--- src/include/ahl_defs.svh ---
// offsets, field positions and reset values of the axis homing block
// assumes inclusion by bare name from the design
`ifndef AHL_DEFS_SVH
`define AHL_DEFS_SVH
`define AHL_OFF_AUTOSCALE 8'hc0
`define AHL_OFF_MODE      8'hc1
`define AHL_OFF_ROUGH     8'hc2
`define AHL_OFF_FINE      8'hc3
`define AHL_OFF_SPAN      8'hc4
`define AHL_OFF_PRIOR     8'hc5
`define AHL_OFF_LAT_ACT   8'hc6
`define AHL_OFF_LAT_ENC   8'hc7
`define AHL_OFF_ENC_CFG   8'hc9
`define AHL_OFF_FULLSTEP  8'hca
`define AHL_OFF_COIL      8'hcc
`define AHL_OFF_LOAD      8'hce
`define AHL_OFF_FAULT     8'hcf
`define AHL_RST_FULLSTEP  16'h00c8
`define AHL_RST_MODE      8'h01
`define AHL_EC_A_LVL      0
`define AHL_EC_B_LVL      1
`define AHL_EC_N_LVL      2
`define AHL_EC_AB_IGN     3
`define AHL_EC_EVERY      4
`define AHL_EC_NEXT       5
`define AHL_EC_CLEAR      8
`define AHL_MODE_INV_HOME 7
`define AHL_MODE_RIGHT    6
`endif

--- src/include/ahl_pkg.sv ---
// types of the axis homing and encoder latch block
// assumes ahl_defs.svh on the include path
package ahl_pkg;
  typedef enum logic [2:0] {
    H_IDLE, H_FIRST, H_SEEK, H_LEAVE, H_BACK, H_ZERO
  } ahl_hstate_type;

  typedef struct packed {
    logic [7:0]  addr;
    logic [31:0] wdata;
    logic        wr;
    logic        rd;
  } ahl_bus_type;

  typedef struct packed {
    logic stop_left;
    logic stop_right;
    logic home;
  } ahl_sw_type;

  typedef struct packed {
    logic a;
    logic b;
    logic n;
  } ahl_enc_type;

  typedef struct packed {
    ahl_hstate_type st;
    logic           autoscale;
    logic [7:0]     mode;
    logic [31:0]    rough;
    logic [31:0]    fine;
    logic [31:0]    span;
    logic [31:0]    prior;
    logic [31:0]    lat_act;
    logic [31:0]    lat_enc;
    logic [8:0]     enc_cfg;
    logic [15:0]    fullsteps;
    logic [1:0]     coil_opt;
    logic [1:0]     faults;
    logic [31:0]    right_pos;
    logic           tgt_right;
    logic           second;
    logic           null_prev;
    logic [31:0]    rdata;
    logic           busy;
    logic           moving;
    logic           dir;
    logic [31:0]    speed;
    logic           pos_zero;
    logic           enc_clear;
    logic [1:0]     coil;
  } ahl_state_type;
endpackage : ahl_pkg

--- src/rtl/ahl_axis.sv ---
// one axis: homing search, null-channel latching and status registers
// assumes all inputs synchronous to mclk, position counters outside
//
// Strobed register access is this design's own decision.
`timescale 1ns/1ps
`include "ahl_defs.svh"

////////////////////////////////////////////////////////////////////////
// Summary of operation
// - autoscale flag picks user or automatic amplitude
// - modes 1-4 search stop switches only
// - modes 5/6 seek home, reverse at stop
// - modes 7/8 seek home, ignore end switches
// - plus 128 inverts home input, modes 5-8
// - plus 64 seeks right switch, modes 1/4
// - rough speed while approaching the switch
// - fine speed while finding switching point
// - modes 2/3 report distance between switches
// - save position before zeroing it
// - null event latches actual position
// - null event latches encoder counter
// - bits 0/1 give required A/B levels
// - bit 2 null level, bit 3 ignores A/B
// - bit 4 every event, bit 5 next only
// - bit 8 also clears encoder counter
// - full steps per turn, default 200
// - zero standby current selects coil state
// - load value readable, up to 1023
// - flags: 1 stall, 2 deviation, combinable
// - flags clear on read and on search
module ahl_axis
  import ahl_pkg::*;
(
  input  wire logic        mclk,
  input  wire logic        sys_rst,
  input  wire logic        clk_en,
  input  wire ahl_bus_type bus_req,
  output logic [31:0]      bus_rdata,
  input  wire logic        homing_search_command,
  input  wire ahl_sw_type  sw,
  input  wire ahl_enc_type enc,
  input  wire logic [31:0] actual_pos,
  input  wire logic [31:0] encoder_count,
  input  wire logic [9:0]  load_value,
  input  wire logic        stall_event,
  input  wire logic        deviation_event,
  input  wire logic        standby_zero,
  output logic             amp_auto,
  output logic             homing_busy,
  output logic             move_active,
  output logic             move_dir_pos,
  output logic [31:0]      move_speed,
  output logic             pos_zero,
  output logic             enc_clear,
  output logic [1:0]       coil_state,
  output logic [15:0]      fullsteps_out
);

  ahl_state_type s_reg;
  ahl_state_type s_next;
  logic [5:0]    base;
  logic          home_kind;
  logic          home_eff;
  logic          sw_hit;
  logic          both_sides;
  logic          null_lvl;
  logic          null_fire;
  logic          wr_cfg;

  ////////////////////////////////////////////////////////////////////////
  // decoded search mode
  always_comb begin
    base       = s_reg.mode[5:0];
    home_kind  = (base >= 6'h05) && (base <= 6'h08);
    // only home modes honour the inversion bit
    home_eff   = sw.home ^ (home_kind && s_reg.mode[`AHL_MODE_INV_HOME]);
    sw_hit     = home_kind ? home_eff
               : (s_reg.tgt_right ? sw.stop_right : sw.stop_left);
    both_sides = (base == 6'h03) || (base == 6'h04);
  end

  ////////////////////////////////////////////////////////////////////////
  // null channel qualification
  always_comb begin
    null_lvl = (enc.n == s_reg.enc_cfg[`AHL_EC_N_LVL]) &&
               (s_reg.enc_cfg[`AHL_EC_AB_IGN] ||
                ((enc.a == s_reg.enc_cfg[`AHL_EC_A_LVL]) &&
                 (enc.b == s_reg.enc_cfg[`AHL_EC_B_LVL])));
    // edge, so a long null pulse latches once
    null_fire = null_lvl && !s_reg.null_prev &&
                (s_reg.enc_cfg[`AHL_EC_EVERY] ||
                 s_reg.enc_cfg[`AHL_EC_NEXT]);
    wr_cfg = bus_req.wr && (bus_req.addr == `AHL_OFF_ENC_CFG);
  end

  ////////////////////////////////////////////////////////////////////////
  // next state
  always_comb begin
    s_next           = s_reg;
    s_next.pos_zero  = 1'b0;
    s_next.enc_clear = 1'b0;
    s_next.rdata     = 32'h0000_0000;
    s_next.null_prev = null_lvl;
    s_next.coil      = standby_zero ? s_reg.coil_opt : 2'h0;

    if (null_fire) begin
      s_next.lat_act = actual_pos;
      s_next.lat_enc = encoder_count;
      s_next.enc_clear = s_reg.enc_cfg[`AHL_EC_CLEAR];
      s_next.enc_cfg[`AHL_EC_NEXT] = 1'b0;
    end

    if (bus_req.rd) begin
      case (bus_req.addr)
        `AHL_OFF_AUTOSCALE: s_next.rdata = {31'h0, s_reg.autoscale};
        `AHL_OFF_MODE:      s_next.rdata = {24'h0, s_reg.mode};
        `AHL_OFF_ROUGH:     s_next.rdata = s_reg.rough;
        `AHL_OFF_FINE:      s_next.rdata = s_reg.fine;
        `AHL_OFF_SPAN:      s_next.rdata = s_reg.span;
        `AHL_OFF_PRIOR:     s_next.rdata = s_reg.prior;
        `AHL_OFF_LAT_ACT:   s_next.rdata = s_reg.lat_act;
        `AHL_OFF_LAT_ENC:   s_next.rdata = s_reg.lat_enc;
        `AHL_OFF_ENC_CFG:   s_next.rdata = {23'h0, s_reg.enc_cfg};
        `AHL_OFF_FULLSTEP:  s_next.rdata = {16'h0, s_reg.fullsteps};
        `AHL_OFF_COIL:      s_next.rdata = {30'h0, s_reg.coil_opt};
        `AHL_OFF_LOAD:      s_next.rdata = {22'h0, load_value};
        `AHL_OFF_FAULT: begin
          s_next.rdata  = {30'h0, s_reg.faults};
          s_next.faults = 2'h0;
        end
        default:            s_next.rdata = 32'h0000_0000;
      endcase
    end

    if (bus_req.wr) begin
      case (bus_req.addr)
        `AHL_OFF_AUTOSCALE: s_next.autoscale = bus_req.wdata[0];
        `AHL_OFF_MODE:      s_next.mode = bus_req.wdata[7:0];
        `AHL_OFF_ROUGH:     s_next.rough = bus_req.wdata;
        `AHL_OFF_FINE:      s_next.fine = bus_req.wdata;
        // software write beats the one-shot self clear
        `AHL_OFF_ENC_CFG:   s_next.enc_cfg = bus_req.wdata[8:0];
        `AHL_OFF_FULLSTEP:  s_next.fullsteps = bus_req.wdata[15:0];
        `AHL_OFF_COIL:      s_next.coil_opt = bus_req.wdata[1:0];
        default: ;
      endcase
    end

    case (s_reg.st)
      H_IDLE: begin
        if (homing_search_command) begin
          s_next.faults = 2'h0;
          s_next.second = 1'b0;
          if ((base >= 6'h01) && (base <= 6'h08)) begin
            s_next.busy   = 1'b1;
            s_next.moving = 1'b1;
            s_next.speed  = s_reg.rough;
            if ((base == 6'h02) || (base == 6'h03)) begin
              s_next.st  = H_FIRST;
              s_next.dir = 1'b1;
            end else begin
              s_next.st  = H_SEEK;
              s_next.dir = home_kind
                ? ((base == 6'h06) || (base == 6'h07))
                : s_reg.mode[`AHL_MODE_RIGHT];
              s_next.tgt_right = s_reg.mode[`AHL_MODE_RIGHT];
            end
          end
        end
      end
      H_FIRST: begin
        if (sw.stop_right) begin
          s_next.right_pos = actual_pos;
          s_next.st        = H_SEEK;
          s_next.dir       = 1'b0;
          s_next.tgt_right = 1'b0;
        end
      end
      H_SEEK: begin
        if (sw_hit) begin
          s_next.st    = H_LEAVE;
          s_next.dir   = !s_reg.dir;
          s_next.speed = s_reg.fine;
        end else if ((base == 6'h05) && sw.stop_left) begin
          s_next.dir = 1'b1;
        end else if ((base == 6'h06) && sw.stop_right) begin
          s_next.dir = 1'b0;
        end
      end
      H_LEAVE: begin
        if (!sw_hit) begin
          if (both_sides && !s_reg.second) begin
            s_next.st     = H_BACK;
            s_next.dir    = !s_reg.dir;
            s_next.second = 1'b1;
          end else begin
            s_next.st     = H_ZERO;
            s_next.moving = 1'b0;
          end
        end
      end
      H_BACK: begin
        if (sw_hit) begin
          s_next.st     = H_ZERO;
          s_next.moving = 1'b0;
        end
      end
      H_ZERO: begin
        // counter outside zeroes on pos_zero, so sample it now
        s_next.prior    = actual_pos;
        s_next.pos_zero = 1'b1;
        if ((base == 6'h02) || (base == 6'h03)) begin
          s_next.span = s_reg.right_pos - actual_pos;
        end
        s_next.busy = 1'b0;
        s_next.st   = H_IDLE;
      end
      default: s_next.st = H_IDLE;
    endcase

    // set beats the clear by read or command
    if (stall_event) begin
      s_next.faults[0] = 1'b1;
    end
    if (deviation_event) begin
      s_next.faults[1] = 1'b1;
    end
  end

  ////////////////////////////////////////////////////////////////////////
  // state register; clk_en low freezes everything
  always_ff @(posedge mclk) begin
    if (sys_rst) begin
      s_reg           <= '0;
      s_reg.st        <= H_IDLE;
      s_reg.mode      <= `AHL_RST_MODE;
      s_reg.fullsteps <= `AHL_RST_FULLSTEP;
    end else if (clk_en) begin
      s_reg <= s_next;
    end
  end

  assign bus_rdata     = s_reg.rdata;
  assign amp_auto      = s_reg.autoscale;
  assign homing_busy   = s_reg.busy;
  assign move_active   = s_reg.moving;
  assign move_dir_pos  = s_reg.dir;
  assign move_speed    = s_reg.speed;
  assign pos_zero      = s_reg.pos_zero;
  assign enc_clear     = s_reg.enc_clear;
  assign coil_state    = s_reg.coil;
  assign fullsteps_out = s_reg.fullsteps;
endmodule : ahl_axis

--- config.mk ---
export PLATFORM = sky130hd
export DESIGN_NAME = ahl_axis
export DESIGN_NICKNAME = d
export VERILOG_FILES = /design/src/include/ahl_pkg.sv /design/src/rtl/ahl_axis.sv
export VERILOG_INCLUDE_DIRS = /design/src /design/src/include
export SDC_FILE = /design/constraint.sdc
export NUM_CORES = 1
export LEC_CHECK = 0
export BUFFER_PORTS_ARGS = -buffer_cell sky130_fd_sc_hd__buf_2
export CAP_MARGIN = 20
export CORE_MARGIN = 1
export CORE_UTILIZATION = 45
export DETAILED_ROUTE_END_ITERATION = 8
export GPL_ROUTABILITY_DRIVEN = 1
export PLACE_DENSITY = 0.67
export SLEW_MARGIN = 20
export SYNTH_ARGS = -nofsm -noshare
export SYNTH_HDL_FRONTEND = slang
export SYNTH_SLANG_ARGS = --single-unit
--- constraint.sdc ---
create_clock -name mclk -period 10.8 [get_ports mclk]
set_clock_uncertainty 0.15 [all_clocks]
set_input_delay 3.24 -clock mclk [delete_from_list [all_inputs] [get_ports mclk]]
set_output_delay 3.24 -clock mclk [all_outputs]
set_load 0.02 [all_outputs]
[Word level (Yosys, flattened, before mapping)]
Cells that the tools add are included.
W data, S select, Z words.
Storage, ports and cells
  flip-flop bits (word level): 339
  memories: 0
  logic and storage cells: 163
  RAM bits: 0
  memory bits (read-only): 0
  bits in latches: 0
Cells by class
  add/sub/neg operators: 1
  reduce and logical (&&, ||, !) cells: 43
  shift-type cells: 0
  multiply operators: 0
  divide/modulo/power cells: 0
  equality and inequality tests: 37
  bitwise gates (word level): 1
  multiplexer cells: 52
  $lt $le $gt $ge: 3
Operator list (count)
  $pmux W32 S13: 1
  $eq A8 B8 Y1 const B: 13
  $mux W35: 2
  $mux W32: 2
  $pmux W32 S2: 1
  $sub A32 B32 Y32: 1
  $reduce_and A3 Y1: 9
  $eq A6 B3 Y1 const B: 4
  $mux W24: 1
  $mux W1: 22
  $mux W2: 9
  $mux W3: 6
  $ne A2 B2 Y1 const B: 9
  $mux W16: 1
  $pmux W3 S5: 1
  $reduce_and A7 Y1: 2
  $eq A6 B2 Y1 const B: 2
  $logic_and A1 B1 Y1: 10
  $reduce_and A5 Y1: 2
  $reduce_and A8 Y1: 1
  $reduce_bool A2 Y1: 4
  $eq A3 B2 Y1 const B: 2
  $eq A3 B3 Y1 const B: 2
  $ge A6 B1 Y1 const B: 1
  other kinds (18): 29

[Depth between registers and ports, before layout]
  depth in word-level cells: 9
  mapped depth: 11
  mapped depth without buffers: 11

[Worst setup path before layout]
No wires, ideal clock.
  path kind: input to register
  start: input actual_pos[0]
  end: register s_reg[255] (netlist bit)
  arrival time: 5425 ps
  stages: 9
  path buffers: 0
  library setup time: 116 ps
  required time: 10534 ps
  setup slack: 5109 ps
  cell sequence: ha_1 > inv_1 > fa_1 > a21o_1 > a31o_2 > a211oi_1 > o31ai_1 > or3_1 > a31o_2
Between the ends
  cells in the longest elaborated chain, start to end: 1
Ends and longest elaborated chain
  start, declared: line ahl_axis.sv:42  | input wire logic [31:0] actual_pos,
  $sub A32 B32 Y32: line ahl_axis.sv:213  | s_next.span = s_reg.right_pos - actual_pos;
  end signal, assigned: line ahl_axis.sv:239  | s_reg <= s_next;
  end, declared: line ahl_axis.sv:59  | ahl_state_type s_reg;
Every way passes these cells.
A chain may end at the register's enable or synchronous reset.

[Worst setup path in the final report]
  start: input bus_req[35] (netlist bit)
  end: register s_reg, in the netlist bus_rdata[1]
Between the ends
  cells in the longest elaborated chain, start to end: 3
  elaborated cells on any way between the ends: 15
Ends and longest elaborated chain
  start, declared: line ahl_axis.sv:37  | input wire ahl_bus_type bus_req,
  $eq A8 B8 Y1: line ahl_axis.sv:114  | case (bus_req.addr)
  $pmux W32 S13 (*): line ahl_axis.sv:114
  $mux W32 (*): line ahl_axis.sv:113  | if (bus_req.rd) begin
Every way passes the cells marked *; elsewhere a longest branch is shown, timed or not.

==> reports/results.tsv <==
stage	metric	value	unit
synthesis	ys.flop_type	dfxtp_1	
clock_network	post-cts-setup-buffer-count	0	
cells_and_area	postLayoutCoreUtil	51.6	%
min_path	min_path_type	flop to flop	
worst_setup_path	worstSetupEndpointType	flop	
clock_network	cts.repair.resized	0	
worst_setup_path	timing.rr.end	move_speed[25]	
global_routing	antenna_found_initial	0	
timing	worstMarginPinSlew	1110	ps
power	leakagePower	7.25	nW
global_routing	grt_pass1_vias	14300	
cells_and_area	syn_to_final_growth	12.0	%
clock_network	cts-root-buf	clkbuf_16	
worst_setup_path	cp-startpoint	bus_req[35]	
synthesis	yosysMostFrequentCell	nand2_1	
floorplan	rows	70	
drt	drc	0	
timing	setup-violations-final	0	
worst_setup_path	reg2reg_depth	8	
worst_setup_path	worstPathRequired	11100	ps
timing	min_period	5820	ps
synthesis	synth_edf_count	0	
clock_network	ctsHoldBuffers	0	
placed_design	hpwl	38700	um
drt	wl	54900	um
drt	first_pass_iters	5	
floorplan	die_width	196	um
global_routing	grt_pass1_wl	84100	um
worst_setup_path	r2r_start	base[1]	
synthesis	synth_cell_types	75	
power	max-vdd-ir-drop	0.0737	mV
worst_setup_path	critPathArrivalTime	6120	ps
cells_and_area	drive_above_1_share	16.5	%
power	p_per_area	150	nW/um^2
worst_setup_path	crit_fanout	44	
floorplan	io_pins	217	
global_routing	gr-total-overflow	0	
floorplan	dieArea	38500	sq um
drt	viasPerCell	5.76	
cells_and_area	layout.nets	2374	
synthesis	ys_seq_elements	339	
cells_and_area	n_antenna_cell	0	
run	cap_violations	0	
timing	drv_slew	0	
timing	max_freq	172	MHz
synthesis	synth_area	17000	sq um
drt	antenna_left	0	
placed_design	io_buffers	216	
global_routing	grt_max_degree	221	
floorplan	die_y	196	um
worst_setup_path	critPathCapture	bus_rdata[1]	
drt	avgRoutedWirePerCell	20.0	um
timing	period_share	53.8	%
worst_setup_path	ff2ff_setup_slack	7550	ps
timing	finalSetupTns	0	ps
placed_design	gp_congestion	0.959	
outcome	status	complete, no violations	
drt	vias	15800	
timing	rsz0062_at_grt	false	
global_routing	grtUsageTotal	28.0	%
synthesis	synth.largest_area_cell	dfxtp_1	
synthesis	synthCells	2166	
timing	slew-limit-headroom	26.3	%
synthesis	synth_top_area_share	40.0	%
clock_network	clkTransAtPathRegs	60	ps
clock_network	clock_latency	540	ps
clock_network	numCtsBuffers	38	
synthesis	synth-async-reset-ratio	0	%
floorplan	core_area	36900	sq um
synthesis	ys_seq_area_share	40.0	%
synthesis	yosys-top-cells-count	511 x nand2_1, 339 x dfxtp_1, 301 x a21oi_1, 150 x nor2_1, 125 x clkbuf_1	
worst_setup_path	cp-start-kind	input port	
clock_network	htreeDepth	2	
drt	drt_iter0_markers	1714	
synthesis	avgSynthCellArea	7.84	sq um
floorplan	initial_core_util	46.0	%
cells_and_area	largest_reg_flops	245	
synthesis	ys_warn_count	0	
synthesis	syn-num-nets	2327	
worst_setup_path	path_class	input port to flop	
synthesis	synthTopCellsByArea	dfxtp_1 40%, nand2_1 11%, a21oi_1 8.9%, mux2i_1 4.8%, buf_4 3.8%	
clock_network	cts_num_sinks	339	
clock_network	cts_buffer_depth	3	
clock_network	cts_tree	built	
timing	hold_viol	0	
[area by class of cell]
cell class	count	area, sq um
well taps	504	631
repair buffers	240	1280
multi-input cells	1546	8820
inverters	48	180
clock inverters	13	180
fillers	3537	17900
flip-flops and latches	339	6790
clock buffers	54	1120
[report_power, final]
part / internal, W / switching, W / leakage (nW) / total, W
clock network: 0.000820 / 0.000531 / 0.634 / 0.00135
registers: 0.00127 / 0.0000101 / 2.74 / 0.00128
logic: 0.0000762 / 0.000157 / 3.88 / 0.000233
total: 0.00216 / 0.000698 / 7.25 / 0.00286
[stage by stage]
stage          hold WS (ps)  instance area, sq um  cells  total power [W]  setup slack [ps]
2_1_floorplan           281                 17000   2166          0.00146              5110
3_3_place_gp            290                 17700   2677          0.00153              4480
3_5_place_dp            296                 17700   2677          0.00153              4500
4_1_cts                 304                 19000   2744          0.00287              5040
5_1_grt                 320                 19000   2744          0.00294              4800
6_report                304                 19000   2744          0.00286              4980
[placed cells by master, fill, tap and decap left out, types with 5 or more instances in the layout]
cell         n
nand2_1    509
dfxtp_1    339
a21oi_1    301
buf_2      215
nor2_1     150
mux2i_1     82
a22oi_1     58
nand3_1     50
o21ai_0     48
inv_1       47
clkbuf_16   39
ha_1        31
a211oi_2    28
buf_4       23
a21o_1      21
o211ai_1    18
mux2_2      16
and3_1      14
xnor2_1     14
nand4_1     13
a221oi_1    13
nor3_1      11
nand2b_1    10
a31oi_1     10
a32oi_1     10
nand3b_1     9
a211oi_1     9
clkbuf_8     9
nor2b_1      8
and2_1       7
xor2_1       7
o31ai_1      6
clkbuf_1     6
a2bb2oi_1    5
o221ai_1     5
[worst max-delay path, stage by stage]
cell	delay [ps]
buf_2	80
buf_4	520
nand3b_1	530
nor2_1	890
a2111oi_0	240
a21oi_1	190
o21ai_0	170
a21oi_1	220
[worst min-delay path by stage]
stage | startpoint | endpoint | slack, ps | cells past startpoint
after detailed placement | s_reg[222] | s_reg[222] | 300 | 2
final | s_reg[151] | s_reg[151] | 300 | 2
after global placement | coil_state[1] | coil_state[1] | 290 | 2
after CTS | s_reg[222] | s_reg[222] | 300 | 2
after global routing | s_reg[221] | s_reg[221] | 320 | 2
after floorplan | s_reg[249] | s_reg[249] | 280 | 2
[kinds of logic after synthesis]
family / count (synthesis) / synth area share, %
buffers and inverters: 281 / 8.30
muxes: 100 / 6.16
and+or+nand+nor: 814 / 20.1
AOI/OAI and AO/OA: 579 / 21.9
adders and majority gates: 32 / 2.40
DFF: 339 / 40.0
xor gates and xnor gates: 21 / 1.08
[per-layer routing]
layer / wire [um] / global-route usage [%] / vias to the layer above
li1: - / - / 7538
met1: 26100 / 43.0 / 7509
met2: 23000 / 39.8 / 685
met3: 4700 / 4.52 / 71
met4: 1160 / 7.44 / 0
met5: 0 / 0 / -
No activity file was read; power rests on OpenSTA's default activity.
